**config.mk**
```make
export PLATFORM = sky130hd
export DESIGN_NAME = rsals_bank
export DESIGN_NICKNAME = d
export VERILOG_FILES = /design/src/design/rsals_pkg.sv /design/src/design/rsals_bank.sv
export SDC_FILE = /design/constraint.sdc
export NUM_CORES = 1
export LEC_CHECK = 0
export ABC_CLOCK_PERIOD_IN_PS = 2300
export BUFFER_PORTS_ARGS = -buffer_cell sky130_fd_sc_hd__buf_4
export CORE_MARGIN = 4
export CORE_UTILIZATION = 57
export CTS_CLUSTER_DIAMETER = 200
export DETAILED_ROUTE_END_ITERATION = 8
export PLACE_DENSITY = 0.87
export SLEW_MARGIN = 20
export SYNTH_ARGS = -nofsm -noshare
export SYNTH_HDL_FRONTEND = slang
export SYNTH_SLANG_ARGS = --single-unit
```
**constraint.sdc**
```tcl
create_clock -name clk -period 2.3 [get_ports clk]
set_clock_uncertainty 0.2 [all_clocks]
set_input_delay 0 -clock clk [delete_from_list [all_inputs] [get_ports clk]]
set_output_delay 0 -clock clk [all_outputs]
set_load 0.02 [all_outputs]
```
**src/design/rsals_pkg.sv**
```systemverilog
// Constants for the remote target alias and link status register bank
package rsals_pkg;
  localparam int ADDR_W = 8;
  localparam int DATA_W = 8;
  localparam int PORTS = 2;
  localparam logic [7:0] REG_TARGET0_ADDR = 8'h07;
  localparam logic [7:0] REG_TARGET0_ALIAS = 8'h08;
  localparam logic [7:0] REG_CRC_COUNT_LOW = 8'h0a;
  localparam logic [7:0] REG_CRC_COUNT_HIGH = 8'h0b;
  localparam logic [7:0] REG_LINK_STATUS = 8'h0c;
  localparam logic [7:0] RESET_VALUE = 8'h00;
  localparam logic [6:0] ADDR7_NONE = 7'h00;
  localparam int ADDR7_MSB = 7;
  localparam int ADDR7_LSB = 1;
  localparam int CRC_LO_MSB = 7;
  localparam int CRC_LO_LSB = 0;
  localparam int CRC_HI_MSB = 15;
  localparam int CRC_HI_LSB = 8;
  localparam logic [15:0] CRC_COUNT_ZERO = 16'h0000;
  localparam logic [15:0] CRC_COUNT_ONE = 16'h0001;
  localparam logic [15:0] CRC_COUNT_MAX = 16'hffff;
  localparam int ST_SELF_TEST_CRC = 3;
  localparam int ST_PIXEL_CLOCK = 2;
  localparam int ST_NORMAL_CRC = 1;
  localparam int ST_LINK = 0;
endpackage

```
**src/design/rsals_bank.sv**
```systemverilog
// Remote target alias remap, back-channel CRC counter and link status bank
//
// Behaviour
// - Each port keeps a 7-bit remote target 0 address in bits 7:1 of register 0x07.
// - A local transaction to the target 0 alias is forwarded with the stored target address, port 1's on a same-cycle double hit.
// - Each port keeps a 7-bit alias for remote target 0 in bits 7:1 of register 0x08.
// - A zero target address or zero alias blocks all access to remote target 0.
// - A 16-bit read-only count of back-channel CRC errors sits at 0x0a/0x0b, cleared by CRC reset.
// - Status bit 3 sets on back-channel CRC errors during self-test.
// - Status bit 3 clears on link loss, self-test restart or CRC reset.
// - Status bit 2 follows valid pixel clock presence.
// - Status bit 1 sets on CRC errors during normal traffic.
// - Status bit 1 clears on link loss or CRC reset.
// - Status bit 0 reads one while a cable link is present.
// - With the second-port view select set, per-port fields refer to the second port.
`timescale 1ns/1ns
module rsals_bank
  import rsals_pkg::*;
(
  // Clock and reset
  input wire logic clk,
  input wire logic rst_b,
  // Register access from the control bus slave
  input wire logic reg_wr,
  input wire logic reg_rd,
  input wire logic [ADDR_W-1:0] reg_addr,
  input wire logic [DATA_W-1:0] reg_wdata,
  output logic [DATA_W-1:0] reg_rdata,
  input wire logic second_port_view_select,
  input wire logic crc_reset,
  // Per-port link events and the shared pixel clock valid pin
  input wire logic [PORTS-1:0] backchannel_crc_error,
  input wire logic [PORTS-1:0] link_self_test_active,
  input wire logic [PORTS-1:0] link_self_test_start,
  input wire logic [PORTS-1:0] link_present_pin,
  input wire logic pixel_clock_valid_pin,
  // Local transaction address remap
  input wire logic [PORTS-1:0] remap_valid,
  input wire logic [6:0] local_addr,
  output logic [PORTS-1:0] remap_hit,
  output logic [6:0] remap_addr
);

  typedef struct packed {
    logic [PORTS-1:0][6:0] target;
    logic [PORTS-1:0][6:0] alias_addr;
    logic [PORTS-1:0][15:0] crc_count;
    logic [PORTS-1:0] self_test_err;
    logic [PORTS-1:0] normal_err;
    logic [PORTS-1:0] link_meta;
    logic [PORTS-1:0] link_sync;
    logic pclk_meta;
    logic pclk_sync;
    logic [DATA_W-1:0] rdata;
    logic [PORTS-1:0] hit;
    logic [6:0] raddr;
  } rsals_state_t;

  rsals_state_t st_reg;
  rsals_state_t st_next;
  logic sel;

  // Access to remote target 0 needs both addresses nonzero
  function automatic logic rsals_enabled(input logic [6:0] t, input logic [6:0] a);
    return (t != ADDR7_NONE) && (a != ADDR7_NONE);
  endfunction

  assign sel = second_port_view_select;

  always_comb begin
    st_next = st_reg;
    st_next.link_meta = link_present_pin;
    st_next.link_sync = st_reg.link_meta;
    st_next.pclk_meta = pixel_clock_valid_pin;
    st_next.pclk_sync = st_reg.pclk_meta;
    st_next.hit = '0;
    st_next.raddr = st_reg.raddr;
    for (int p = 0; p < PORTS; p++) begin
      // Counter saturates rather than wrap to keep a nonzero reading
      if (crc_reset) begin
        st_next.crc_count[p] = CRC_COUNT_ZERO;
      end else if (backchannel_crc_error[p] && st_reg.crc_count[p] != CRC_COUNT_MAX) begin
        st_next.crc_count[p] = st_reg.crc_count[p] + CRC_COUNT_ONE;
      end
      // Event wins over the restart clear so no error is lost
      if (backchannel_crc_error[p] && link_self_test_active[p] && st_reg.link_sync[p]) begin
        st_next.self_test_err[p] = 1'b1;
      end else if (!st_reg.link_sync[p] || link_self_test_start[p] || crc_reset) begin
        st_next.self_test_err[p] = 1'b0;
      end
      if (backchannel_crc_error[p] && !link_self_test_active[p] && st_reg.link_sync[p]) begin
        st_next.normal_err[p] = 1'b1;
      end else if (!st_reg.link_sync[p] || crc_reset) begin
        st_next.normal_err[p] = 1'b0;
      end
      // Port 1 overrides port 0 on a same-cycle double hit
      if (remap_valid[p] && rsals_enabled(st_reg.target[p], st_reg.alias_addr[p])
          && local_addr == st_reg.alias_addr[p]) begin
        st_next.hit[p] = 1'b1;
        st_next.raddr = st_reg.target[p];
      end
    end
    if (reg_wr) begin
      unique case (reg_addr)
        REG_TARGET0_ADDR: st_next.target[sel] = reg_wdata[ADDR7_MSB:ADDR7_LSB];
        REG_TARGET0_ALIAS: st_next.alias_addr[sel] = reg_wdata[ADDR7_MSB:ADDR7_LSB];
        default: ;
      endcase
    end
    // Read data is a pure view; nothing is cleared on read
    st_next.rdata = RESET_VALUE;
    if (reg_rd) begin
      unique case (reg_addr)
        REG_TARGET0_ADDR: st_next.rdata = {st_reg.target[sel], 1'b0};
        REG_TARGET0_ALIAS: st_next.rdata = {st_reg.alias_addr[sel], 1'b0};
        REG_CRC_COUNT_LOW: st_next.rdata = st_reg.crc_count[sel][CRC_LO_MSB:CRC_LO_LSB];
        REG_CRC_COUNT_HIGH: st_next.rdata = st_reg.crc_count[sel][CRC_HI_MSB:CRC_HI_LSB];
        REG_LINK_STATUS: begin
          st_next.rdata[ST_SELF_TEST_CRC] = st_reg.self_test_err[sel];
          st_next.rdata[ST_PIXEL_CLOCK] = st_reg.pclk_sync;
          st_next.rdata[ST_NORMAL_CRC] = st_reg.normal_err[sel];
          st_next.rdata[ST_LINK] = st_reg.link_sync[sel];
        end
        default: st_next.rdata = RESET_VALUE;
      endcase
    end
  end

  always_ff @(posedge clk or negedge rst_b) begin
    if (!rst_b) begin
      st_reg <= '0;
    end else begin
      st_reg <= st_next;
    end
  end

  assign reg_rdata = st_reg.rdata;
  assign remap_hit = st_reg.hit;
  assign remap_addr = st_reg.raddr;

  // Checks look at the registered view, one cycle after the event that they follow
  property p_target_write;
    @(posedge clk) disable iff (!rst_b)
      reg_wr && reg_addr == REG_TARGET0_ADDR && !sel
      |=> st_reg.target[0] == $past(reg_wdata[ADDR7_MSB:ADDR7_LSB]);
  endproperty
  a_target_write: assert property (p_target_write)
    else $error("target write lost");

  property p_target_write_second;
    @(posedge clk) disable iff (!rst_b)
      reg_wr && reg_addr == REG_TARGET0_ADDR && sel
      |=> st_reg.target[1] == $past(reg_wdata[ADDR7_MSB:ADDR7_LSB]);
  endproperty
  a_target_write_second: assert property (p_target_write_second)
    else $error("second target write lost");

  property p_alias_write;
    @(posedge clk) disable iff (!rst_b)
      reg_wr && reg_addr == REG_TARGET0_ALIAS && sel
      |=> st_reg.alias_addr[1] == $past(reg_wdata[ADDR7_MSB:ADDR7_LSB]);
  endproperty
  a_alias_write: assert property (p_alias_write)
    else $error("alias write lost");

  property p_alias_write_first;
    @(posedge clk) disable iff (!rst_b)
      reg_wr && reg_addr == REG_TARGET0_ALIAS && !sel
      |=> st_reg.alias_addr[0] == $past(reg_wdata[ADDR7_MSB:ADDR7_LSB]);
  endproperty
  a_alias_write_first: assert property (p_alias_write_first)
    else $error("first alias write lost");

  // A double hit carries the second port's target, so port 0 is checked alone
  property p_remap;
    @(posedge clk) disable iff (!rst_b)
      remap_hit[0] && !remap_hit[1]
      |-> remap_addr == $past(st_reg.target[0]);
  endproperty
  a_remap: assert property (p_remap)
    else $error("remap address wrong");

  property p_remap_second;
    @(posedge clk) disable iff (!rst_b)
      remap_hit[1]
      |-> remap_addr == $past(st_reg.target[1]);
  endproperty
  a_remap_second: assert property (p_remap_second)
    else $error("second remap address wrong");

  property p_hit_needs_match;
    @(posedge clk) disable iff (!rst_b)
      remap_hit[0]
      |-> $past(remap_valid[0]) && $past(local_addr) == $past(st_reg.alias_addr[0]);
  endproperty
  a_hit_needs_match: assert property (p_hit_needs_match)
    else $error("hit without alias match");

  property p_block;
    @(posedge clk) disable iff (!rst_b)
      remap_hit[0]
      |-> $past(st_reg.target[0]) != ADDR7_NONE && $past(st_reg.alias_addr[0]) != ADDR7_NONE;
  endproperty
  a_block: assert property (p_block)
    else $error("blocked target reached");

  property p_block_second;
    @(posedge clk) disable iff (!rst_b)
      remap_hit[1]
      |-> $past(st_reg.target[1]) != ADDR7_NONE && $past(st_reg.alias_addr[1]) != ADDR7_NONE;
  endproperty
  a_block_second: assert property (p_block_second)
    else $error("blocked second target reached");

  // An error in the reset cycle may still set its status bit
  property p_crc_clear;
    @(posedge clk) disable iff (!rst_b)
      crc_reset
      |=> st_reg.crc_count == '0 && (st_reg.normal_err & ~$past(backchannel_crc_error)) == '0;
  endproperty
  a_crc_clear: assert property (p_crc_clear)
    else $error("crc reset failed");

  property p_count_step;
    @(posedge clk) disable iff (!rst_b)
      !crc_reset && backchannel_crc_error[0] && st_reg.crc_count[0] != CRC_COUNT_MAX
      |=> st_reg.crc_count[0] == $past(st_reg.crc_count[0]) + CRC_COUNT_ONE;
  endproperty
  a_count_step: assert property (p_count_step)
    else $error("crc count did not step");

  property p_count_read;
    @(posedge clk) disable iff (!rst_b)
      reg_rd && reg_addr == REG_CRC_COUNT_HIGH
      |=> reg_rdata == $past(st_reg.crc_count[sel][CRC_HI_MSB:CRC_HI_LSB]);
  endproperty
  a_count_read: assert property (p_count_read)
    else $error("count high byte read wrong");

  property p_self_test_set;
    @(posedge clk) disable iff (!rst_b)
      backchannel_crc_error[0] && link_self_test_active[0] && st_reg.link_sync[0]
      |=> st_reg.self_test_err[0];
  endproperty
  a_self_test_set: assert property (p_self_test_set)
    else $error("self-test error not set");

  property p_self_test_clear;
    @(posedge clk) disable iff (!rst_b)
      !st_reg.link_sync[0] && !backchannel_crc_error[0]
      |=> !st_reg.self_test_err[0];
  endproperty
  a_self_test_clear: assert property (p_self_test_clear)
    else $error("self-test error kept");

  property p_self_test_restart;
    @(posedge clk) disable iff (!rst_b)
      link_self_test_start[0] && !backchannel_crc_error[0]
      |=> !st_reg.self_test_err[0];
  endproperty
  a_self_test_restart: assert property (p_self_test_restart)
    else $error("self-test error kept over restart");

  property p_self_test_crc_reset;
    @(posedge clk) disable iff (!rst_b)
      crc_reset && !backchannel_crc_error[0]
      |=> !st_reg.self_test_err[0];
  endproperty
  a_self_test_crc_reset: assert property (p_self_test_crc_reset)
    else $error("self-test error kept over crc reset");

  property p_normal_set;
    @(posedge clk) disable iff (!rst_b)
      backchannel_crc_error[1] && !link_self_test_active[1] && st_reg.link_sync[1]
      |=> st_reg.normal_err[1];
  endproperty
  a_normal_set: assert property (p_normal_set)
    else $error("normal error not set");

  property p_normal_link_loss;
    @(posedge clk) disable iff (!rst_b)
      !st_reg.link_sync[1]
      |=> !st_reg.normal_err[1];
  endproperty
  a_normal_link_loss: assert property (p_normal_link_loss)
    else $error("normal error kept over link loss");

  property p_link_read;
    @(posedge clk) disable iff (!rst_b)
      reg_rd && reg_addr == REG_LINK_STATUS
      |=> reg_rdata[ST_LINK] == $past(st_reg.link_sync[sel])
        && reg_rdata[ST_PIXEL_CLOCK] == $past(st_reg.pclk_sync);
  endproperty
  a_link_read: assert property (p_link_read)
    else $error("status read wrong");

  property p_status_err_read;
    @(posedge clk) disable iff (!rst_b)
      reg_rd && reg_addr == REG_LINK_STATUS
      |=> reg_rdata[ST_SELF_TEST_CRC] == $past(st_reg.self_test_err[sel])
        && reg_rdata[ST_NORMAL_CRC] == $past(st_reg.normal_err[sel]);
  endproperty
  a_status_err_read: assert property (p_status_err_read)
    else $error("error bits read wrong");

  property p_read_keeps;
    @(posedge clk) disable iff (!rst_b)
      reg_rd && !crc_reset && backchannel_crc_error == '0
      |=> $stable(st_reg.crc_count);
  endproperty
  a_read_keeps: assert property (p_read_keeps)
    else $error("read changed counter");

  property p_rdata_idle;
    @(posedge clk) disable iff (!rst_b)
      !reg_rd
      |=> reg_rdata == RESET_VALUE;
  endproperty
  a_rdata_idle: assert property (p_rdata_idle)
    else $error("read data without a read");

endmodule

```
==> flow_summary.toml, run 1 <==
[outcome]
outcome = "finished, violations left"
failed_checks = "hold timing, setup timing"

[route]
drc_errors = 0
initialDrtViolationCount = 376
wire_per_inst_um = 17.7
drt_first_pass_iters = 5
vias = 3816
drt_wl_total_um = 11400
postRouteAntennaNets = 0
viasPerCell = 5.93

[critical_path]
cp_data_required_time_ns = 2.32
crit_fanout = 7
critPathKind = "register to register"
r2r_slack_ns = -0.09
worstSetupEndpointType = "register"
crit_arrival_ns = 2.40
rr_worst_depth = 6
crit_path_start_kind = "register"

[sta]
fmax_ghz = 0.419
setup_violations = 1
period_minus_slack_ns = 2.39
hold_slack_ns = -0.000971
tightestPinTransition_ns = 0.767
slew_violations = 0
relSlewSlack = 0.475
fin_ws_ns = -0.0858
hold_viol_final = 1
final.period_utilization = 1.04

[yosys]
synth_most_common_cell = "dfrtp_1"
syn_avg_cell_area_um2 = 10.2
synth-edff-count = 0
syn_inst = 464
synthArstFlopShare = 1.00
syn_nets = 506
yosys_register_bits = 87
syn_area_um2 = 4750
synth.largest_area_cell = "dfrtp_1"
ys_top_cells_by_count = "dfrtp_1 (87), nor2_1 (43), mux2_2 (32), xnor2_1 (31), mux2i_1 (26)"
synth.top_cell.area_share = 0.459
ys_warn_count = 0
synth_cell_types = 51
ys_seq_area_frac = 0.459
synth_area_leaders = "dfrtp_1 (46%), mux2_2 (7.6%), xnor2_1 (5.7%)"
ys.flop_type = "dfrtp_1"

[grt]
overflow = 0
grt_pass1_wl_um = 19200
grt_pass1_vias = 3810
grtUsageTotal = 0.244
antenna_found_initial = 0
grt_max_degree = 47

[floorplan]
initial_core_util = 0.581
rows = 33
io_pins = 57
coreArea_um2 = 8180
die-width_um = 99.2
dieArea_um2 = 9850
dieHeight_um = 99.2

[clock_network]
cts.htree.levels = 3
cts.sink_count = 87
post_cts_buffers = 0
cts_buffers = 9
max-clock-path-buffers = 2
cts-root-buf = "clkbuf_8"
cts_tree = "done"
clkTransAtPathRegs_ns = 0.09
clk_latency_ns = 0.35

[cells_and_area]
drive_gt1_frac = 0.238
nNetsFinal = 576
syn_to_final_growth_pct = 18.8
largest_reg_flops = 67
antenna-diode-count = 0

[min_path]
min_path_type = "primary input to register"
min_path_cells = 4

[place]
port_buffers = 55
dp.final_hpwl_um = 8000
gp_congestion = 0.940
post-place-ws_ns = 0.0840

[pwr]
power_density_nw_per_um2 = 506
peakVddDrop_uv = 371
leakagePower_nw = 2.50

[run]
cap_violations = 0
[kinds of logic (layout without fill, tap and decap cells)]
family	count (synthesis)	count (layout)	synth area share
and+or+nand+nor	157	157	0.182
xor gates and xnor gates	36	36	0.0664
buffers and inverters	51	125	0.0606
DFF	87	87	0.459
adders and majority gates	2	2	0.00527
muxes	58	58	0.131
AOI/OAI and AO/OA	73	73	0.0957
[repair_timing]
| item | 4_1_cts | 5_1_grt |
|---|---|---|
| setup endpoints to repair | 0 | 10 |
| resized for setup | 0 | 4 |
| hold buffers | 27 | 0 |
| hold endpoints to repair | 162 | 0 |
[per-layer routing]
metal | wire (um) | track usage | share of wire
met5 | 0 | 0 | 0
met4 | 261 | 0.0893 | 0.023
met3 | 609 | 0.0337 | 0.054
met2 | 5610 | 0.389 | 0.49
met1 | 4900 | 0.341 | 0.43
[final timing paths]
path / from / to
hold / removal: remap_valid[0] / remap_hit[0]$_DFF_PN0_
max in group asynchronous: rst_b / st_reg[66]$_DFFE_PN0P_
setup / recovery: st_reg[27]$_DFFE_PN0P_ / st_reg[38]$_DFFE_PN0P_
setup reg to reg: st_reg[27]$_DFFE_PN0P_ / st_reg[38]$_DFFE_PN0P_
min in group asynchronous: rst_b / st_reg[38]$_DFFE_PN0P_
hold reg to reg: st_next[19]$_DFF_PN0_ / st_reg[19]$_DFF_PN0_
[worst max-delay path: stages, from the launching register on]
cell       delay, ns
dfrtp_1         0.39
ha_1            0.21
and2_1          0.18
and3_1          0.27
a2111oi_0       0.75
xnor2_1         0.20
nor2_1          0.05
[stage by stage]
step / power (mW) / TNS [ns] / std cells / area, um^2 / utilization
after CTS: 2.86 / 0 / 643 / 5630 / 0.688
after global routing: 2.97 / -0.129 / 643 / 5640 / 0.690
final: 2.85 / -0.0858 / 643 / 5640 / 0.690
after floorplan: 1.74 / 0 / 464 / 4750 / -
after detailed placement: 1.88 / 0 / 601 / 5170 / 0.633
after global placement: 1.87 / 0 / 601 / 5170 / 0.633
[where the power goes]
group          leakage (nW)  internal, mW  switching (mW)
combinational          1.25         0.153           0.151
sequential             1.16          1.56          0.0297
clock                0.0881         0.416           0.544
total                  2.50          2.13           0.725
[cell usage in the layout, fill, tap and decap left out, types with 18 or more instances in the layout]
cell type	instances
dfrtp_1	87
mux2i_1	26
o21ai_0	19
nand2_1	21
nor2_1	43
dlygate4sd3_1	26
xnor2_1	31
a21oi_1	18
nor3_1	19
buf_4	68
mux2_2	32
[cell type report]
cell class | instances | area [um^2]
clock buffers | 10 | 138
clock inverters | 5 | 35.0
fillers | 576 | 2540
inverters | 14 | 52.6
multi-input cells | 326 | 2290
flip-flops and latches | 87 | 2180
well taps | 105 | 131
repair buffers | 96 | 811
Power figures use the tool's default switching activity.
==> run 2, diff against run 1 <==
--- a/config.mk
+++ b/config.mk
@@ -5,13 +5,14 @@
 export SDC_FILE = /design/constraint.sdc
 export NUM_CORES = 1
 export LEC_CHECK = 0
-export ABC_CLOCK_PERIOD_IN_PS = 2300
+export ABC_CLOCK_PERIOD_IN_PS = 2600
 export BUFFER_PORTS_ARGS = -buffer_cell sky130_fd_sc_hd__buf_4
 export CORE_MARGIN = 4
 export CORE_UTILIZATION = 57
 export CTS_CLUSTER_DIAMETER = 200
 export DETAILED_ROUTE_END_ITERATION = 8
 export PLACE_DENSITY = 0.87
+export SETUP_SLACK_MARGIN = 0.1
 export SLEW_MARGIN = 20
 export SYNTH_ARGS = -nofsm -noshare
 export SYNTH_HDL_FRONTEND = slang
==> constraint.sdc (replaced) <==
create_clock -name clk -period 2.6 [get_ports clk]
set_clock_uncertainty 0.2 [all_clocks]
set_input_delay 0 -clock clk [delete_from_list [all_inputs] [get_ports clk]]
set_output_delay 0 -clock clk [all_outputs]
set_load 0.02 [all_outputs]
==> run 2 against run 1 <==
Net effect:
- the run now ends clean
- die area did not move
- sequential share of layout area is 1.0 points higher
- worst setup slack improved by 0.45 ns
- combinational power is 18% lower
- maximum frequency increased by 6.6%
- sequential power fell by 11%
- first-iteration DRC count decreased by 11%
- global-route usage decreased by 0.26 points
- sequential cell count did not move
- total power shrank 12%
- largest power group unchanged
==> flow_summary.toml, run 2 (synthesis gave the netlist of run 1 again) <==
[critical_path]
cp_data_required_time_ns = 2.68
crit_path_start = "st_reg[62]$_DFFE_PN0P_"
crit_fanout = 14
worstSetupEndpointType = "register"
rr_startpoint = "st_reg[62]$_DFFE_PN0P_"
path_cells = "or4_1, nor4_1, a211o_2, o21ai_0, a31oi_1"
critPathTopFamily = "simple AND/OR/NAND/NOR gates"
crit_buf_inv = 0
crit_arrival_ns = 2.31
cp_slowest_cell = "or4_1"
max_stage_delay_ns = 0.55
critPathKind = "register to register"
crit_path_start_kind = "register"
r2r_slack_ns = 0.36

[cells_and_area]
fill_cells = 634
layout_common_cells = "dfrtp_1 (87), buf_4 (59), nor2_1 (43), mux2_2 (32), xnor2_1 (31)"
largest_reg_flops = 67
final_common_cell = "dfrtp_1"
fin_cells = 628
antenna-diode-count = 0
nNetsFinal = 562
syn_to_final_growth_pct = 15.7
drive_gt1_frac = 0.224

[grt]
grt_max_degree = 88
grt_pass1_wl_um = 18800
grt_pass1_vias = 3853
antenna_found_initial = 0
overflow = 0
grtUsageTotal = 0.241

[pwr]
peakVddDrop_uv = 449
p_total_mw = 2.52
power_density_nw_per_um2 = 458
leakagePower_nw = 2.41

[place]
dp.cells = 592
dp.final_hpwl_um = 8100
post-place-ws_ns = 0.332
port_buffers = 55
gp_congestion = 0.852

[min_path]
min_path_type = "primary input to register"
min_from = "remap_valid[0]"

[sta]
setup_violations = 0
hold_viol_final = 0
tightestPinTransition_ns = 0.784
final.period_utilization = 0.861
totalNegativeSetupSlack_ns = 0
hold_slack_ns = 0.0175
period_minus_slack_ns = 2.24
rsz0062_at_grt = "no"
slew_violations = 0
relSlewSlack = 0.477
fmax_ghz = 0.447
fin_ws_ns = 0.363

[clock_network]
max-clock-path-buffers = 2
cts_tree = "done"
clkTransAtPathRegs_ns = 0.09
post_cts_buffers = 0
cts.htree.levels = 3
cts-root-buf = "clkbuf_8"
cts.sink_count = 87
cts_buffers = 9
clk_latency_ns = 0.36

[route]
viasPerCell = 6.21
wl_met3_um = 697
drc_errors = 0
initialDrtViolationCount = 333
vias = 3897
drt_wl_total_um = 11500
dr.max_layer_used = "met4"
m1WireLength_um = 4930
wl_met2_um = 5550
wire_per_inst_um = 18.3
postRouteAntennaNets = 0
drt_first_pass_iters = 5

[floorplan]
die-width_um = 99.2
rows = 33
initial_core_util = 0.581
dieArea_um2 = 9850
coreArea_um2 = 8180
io_pins = 57
dieHeight_um = 99.2

[outcome]
outcome = "complete, no violations"

[run]
cap_violations = 0
## run 2: layout make-up
type,count,area (um^2),share of cell area
clock inverters,3,20.0,0.00365
repair buffers,82,674,0.123
clock buffers,11,151,0.0276
well taps,105,131,0.0239
multi-input cells,326,2280,0.416
inverters,14,52.6,0.00957
flip-flops and latches,87,2180,0.397
## run 2: per-layer routing
| metal | track usage | vias to the layer above |
|---|---|---|
| met5 | 0 | - |
| met4 | 0.0935 | 0 |
| met3 | 0.0484 | 36 |
| met2 | 0.383 | 176 |
| met1 | 0.327 | 1927 |
| li1 | - | 1758 |
## run 2: path summary, 6_finish.rpt
check / cells past startpoint / endpoint
min in group asynchronous: 2 / st_reg[47]$_DFFE_PN0P_
worst min-delay path: 4 / remap_hit[0]$_DFF_PN0_
worst max-delay path: 5 / remap_addr[1]$_DFFE_PN0P_
max in group asynchronous: 2 / st_reg[57]$_DFFE_PN0P_
worst max register to register: 5 / remap_addr[1]$_DFFE_PN0P_
worst min register to register: 0 / st_reg[20]$_DFF_PN0_
## run 2: power by group
| part | internal (mW) | total, mW | leakage (nW) | switching (mW) |
|---|---|---|---|---|
| sequential | 1.38 | 1.41 | 1.16 | 0.0293 |
| clock | 0.387 | 0.857 | 0.0833 | 0.470 |
| combinational | 0.121 | 0.249 | 1.16 | 0.128 |
## run 2: worst min-delay path: cells and delay by family
| family | cells | cell delay, ns |
|---|---|---|
| and+or+nand+nor | 2 | 0.17 |
| buffers and inverters | 1 | 0.11 |
| AOI/OAI and AO/OA | 1 | 0.24 |
## run 2: repair_timing
item,4_1_cts,5_1_grt
endpoints found under the hold margin,159,0
hold buffers,22,0
gates resized for setup,0,1
setup endpoints to repair,0,2
## run 2: per-stage QoR
step / utilization / cell area, um^2
3_5_place_dp: 0.623 / 5090
2_1_floorplan: - / 4750
6_report: 0.671 / 5490
3_3_place_gp: 0.623 / 5090
5_1_grt: 0.671 / 5490
4_1_cts: 0.671 / 5480
==> run 3, diff against run 2 <==
--- a/config.mk
+++ b/config.mk
@@ -8,12 +8,11 @@
 export ABC_CLOCK_PERIOD_IN_PS = 2600
 export BUFFER_PORTS_ARGS = -buffer_cell sky130_fd_sc_hd__buf_4
 export CORE_MARGIN = 4
-export CORE_UTILIZATION = 57
+export CORE_UTILIZATION = 58
 export CTS_CLUSTER_DIAMETER = 200
 export DETAILED_ROUTE_END_ITERATION = 8
-export PLACE_DENSITY = 0.87
+export PLACE_DENSITY = 0.89
 export SETUP_SLACK_MARGIN = 0.1
-export SLEW_MARGIN = 20
 export SYNTH_ARGS = -nofsm -noshare
 export SYNTH_HDL_FRONTEND = slang
 export SYNTH_SLANG_ARGS = --single-unit
==> run 3 against run 2 <==
Net effect:
- clock power is 19% higher
- sequential cell count did not move
- worst setup slack lost 0.16 ns
- maximum frequency decreased by 6.5%
- first-iteration DRC count increased by 14%
- via count up 0.67%
- total power up 7.3%
- final area increased by 1.4%
- critical endpoint is now st_reg[38]$_DFFE_PN0P_
- die area fell by 1.6%
- routed wire length is 8.8% higher
- non-clock buffer count grew 3
- largest power group unchanged
- core utilization grew 3.8 points
==> flow_summary.toml, run 3 (synthesis gave the netlist of run 1 again) <==
[grt]
grt_max_degree = 59
overflow = 0
grtUsageTotal = 0.262
antenna_found_initial = 0
grt_pass1_vias = 3891
grt_pass1_wl_um = 20100

[critical_path]
crit_buf_inv = 0
path_cells = "ha_1, and2_1, and3_1, a2111oi_0, xnor2_1, nor2_1"
cp_slowest_cell = "a2111oi_0"
max_stage_delay_ns = 0.68
cp_data_required_time_ns = 2.65
critPathTopFamily = "compound AO/OA/AOI/OAI gates"
critPathKind = "register to register"
crit_path_start_kind = "register"
crit_arrival_ns = 2.45
worstSetupEndpointType = "register"
crit_fanout = 7

[clock_network]
cts.sink_count = 87
cts_buffers = 9
cts_tree = "done"
max-clock-path-buffers = 2
clk_latency_ns = 0.37
cts.htree.levels = 3
post_cts_buffers = 0
cts-root-buf = "clkbuf_8"
clkTransAtPathRegs_ns = 0.09

[floorplan]
io_pins = 57
dieHeight_um = 98.5
die-width_um = 98.5
rows = 32
initial_core_util = 0.605
dieArea_um2 = 9690
coreArea_um2 = 7850

[sta]
rsz0062_at_grt = "no"
totalNegativeSetupSlack_ns = 0
period_minus_slack_ns = 2.39
hold_viol_final = 0
final.period_utilization = 0.921
slew_violations = 0
relSlewSlack = 0.471
tightestPinTransition_ns = 0.787
fmax_ghz = 0.418
setup_violations = 0

[route]
initialDrtViolationCount = 381
drt_wl_total_um = 12500
postRouteAntennaNets = 0
viasPerCell = 6.23
vias = 3923
wire_per_inst_um = 19.8
drc_errors = 0
drt_first_pass_iters = 6

[pwr]
leakagePower_nw = 2.45
power_density_nw_per_um2 = 485
peakVddDrop_uv = 479

[cells_and_area]
drive_gt1_frac = 0.223
layout_common_cells = "dfrtp_1 (87), buf_4 (59), nor2_1 (43), mux2_2 (32), xnor2_1 (31)"
fin_cells = 630
fill_cells = 582
multi_input_area_um2 = 2280
antenna-diode-count = 0
final_common_cell = "dfrtp_1"
largest_reg_flops = 67
stdcell_area_um2 = 5570
nNetsFinal = 565
syn_to_final_growth_pct = 17.3
regArea_um2 = 2180

[place]
dp.cells = 589
dp.final_hpwl_um = 8190
port_buffers = 55
gp_congestion = 0.912
dpl-instance-area_um2 = 5100

[min_path]
min_path_type = "primary input to asynchronous set/reset pin"

[run]
cap_violations = 0

[outcome]
outcome = "complete, no violations"
-- run 3: timing repair --
item	CTS	global route
resized for setup	0	0
hold endpoints to repair	161	0
hold buffers	25	0
-- run 3: path summary, 6_finish.rpt --
path,from,end,slack [ns],cells past startpoint
worst max register to register,st_reg[27]$_DFFE_PN0P_,st_reg[38]$_DFFE_PN0P_,0.21,6
max in group asynchronous,rst_b,reg_rdata[1]$_DFF_PN0_,1.55,3
min in group clk,reg_addr[6],reg_rdata[0]$_DFF_PN0_,0.04,5
worst min-delay path,rst_b,st_next[20]$_DFF_PN0_,0.02,2
worst max-delay path,st_reg[27]$_DFFE_PN0P_,st_reg[38]$_DFFE_PN0P_,0.21,6
worst min register to register,st_next[17]$_DFF_PN0_,st_reg[17]$_DFF_PN0_,0.18,0
-- run 3: area by class of cell --
class | instances | area share
Inverter | 14 | 0.00944
Multi-Input combinational cell | 326 | 0.410
Sequential cell | 87 | 0.391
Clock buffer | 11 | 0.0272
Timing Repair Buffer | 85 | 0.128
Clock inverter | 5 | 0.0115
Tap cell | 102 | 0.0229
-- run 3: layer usage --
layer / GRT usage / part of all wire
met4: 0.125 / 0.035
met5: 0 / 0
met2: 0.406 / 0.47
met3: 0.0573 / 0.087
met1: 0.352 / 0.40
-- run 3: report_power, final --
part / total, mW / switching, mW / leakage, nW / internal, mW
clock network: 1.02 / 0.518 / 0.112 / 0.507
registers: 1.41 / 0.0312 / 1.16 / 1.38
logic: 0.264 / 0.138 / 1.17 / 0.126
total: 2.70 / 0.687 / 2.45 / 2.01
-- run 3: metrics by stage --
| stage | worst slack [ns] | hold slack, ns | util | power [mW] |
|---|---|---|---|---|
| 6_report | 0.207 | 0.0176 | 0.709 | 2.70 |
| 5_1_grt | 0.109 | 0.0720 | 0.709 | 2.78 |
| 4_1_cts | 0.213 | 0.0186 | 0.709 | 2.69 |
| 3_5_place_dp | 0.352 | -0.101 | 0.650 | 1.66 |
| 3_3_place_gp | 0.402 | -0.103 | 0.650 | 1.65 |
| 2_1_floorplan | 0.514 | -0.496 | - | 1.54 |
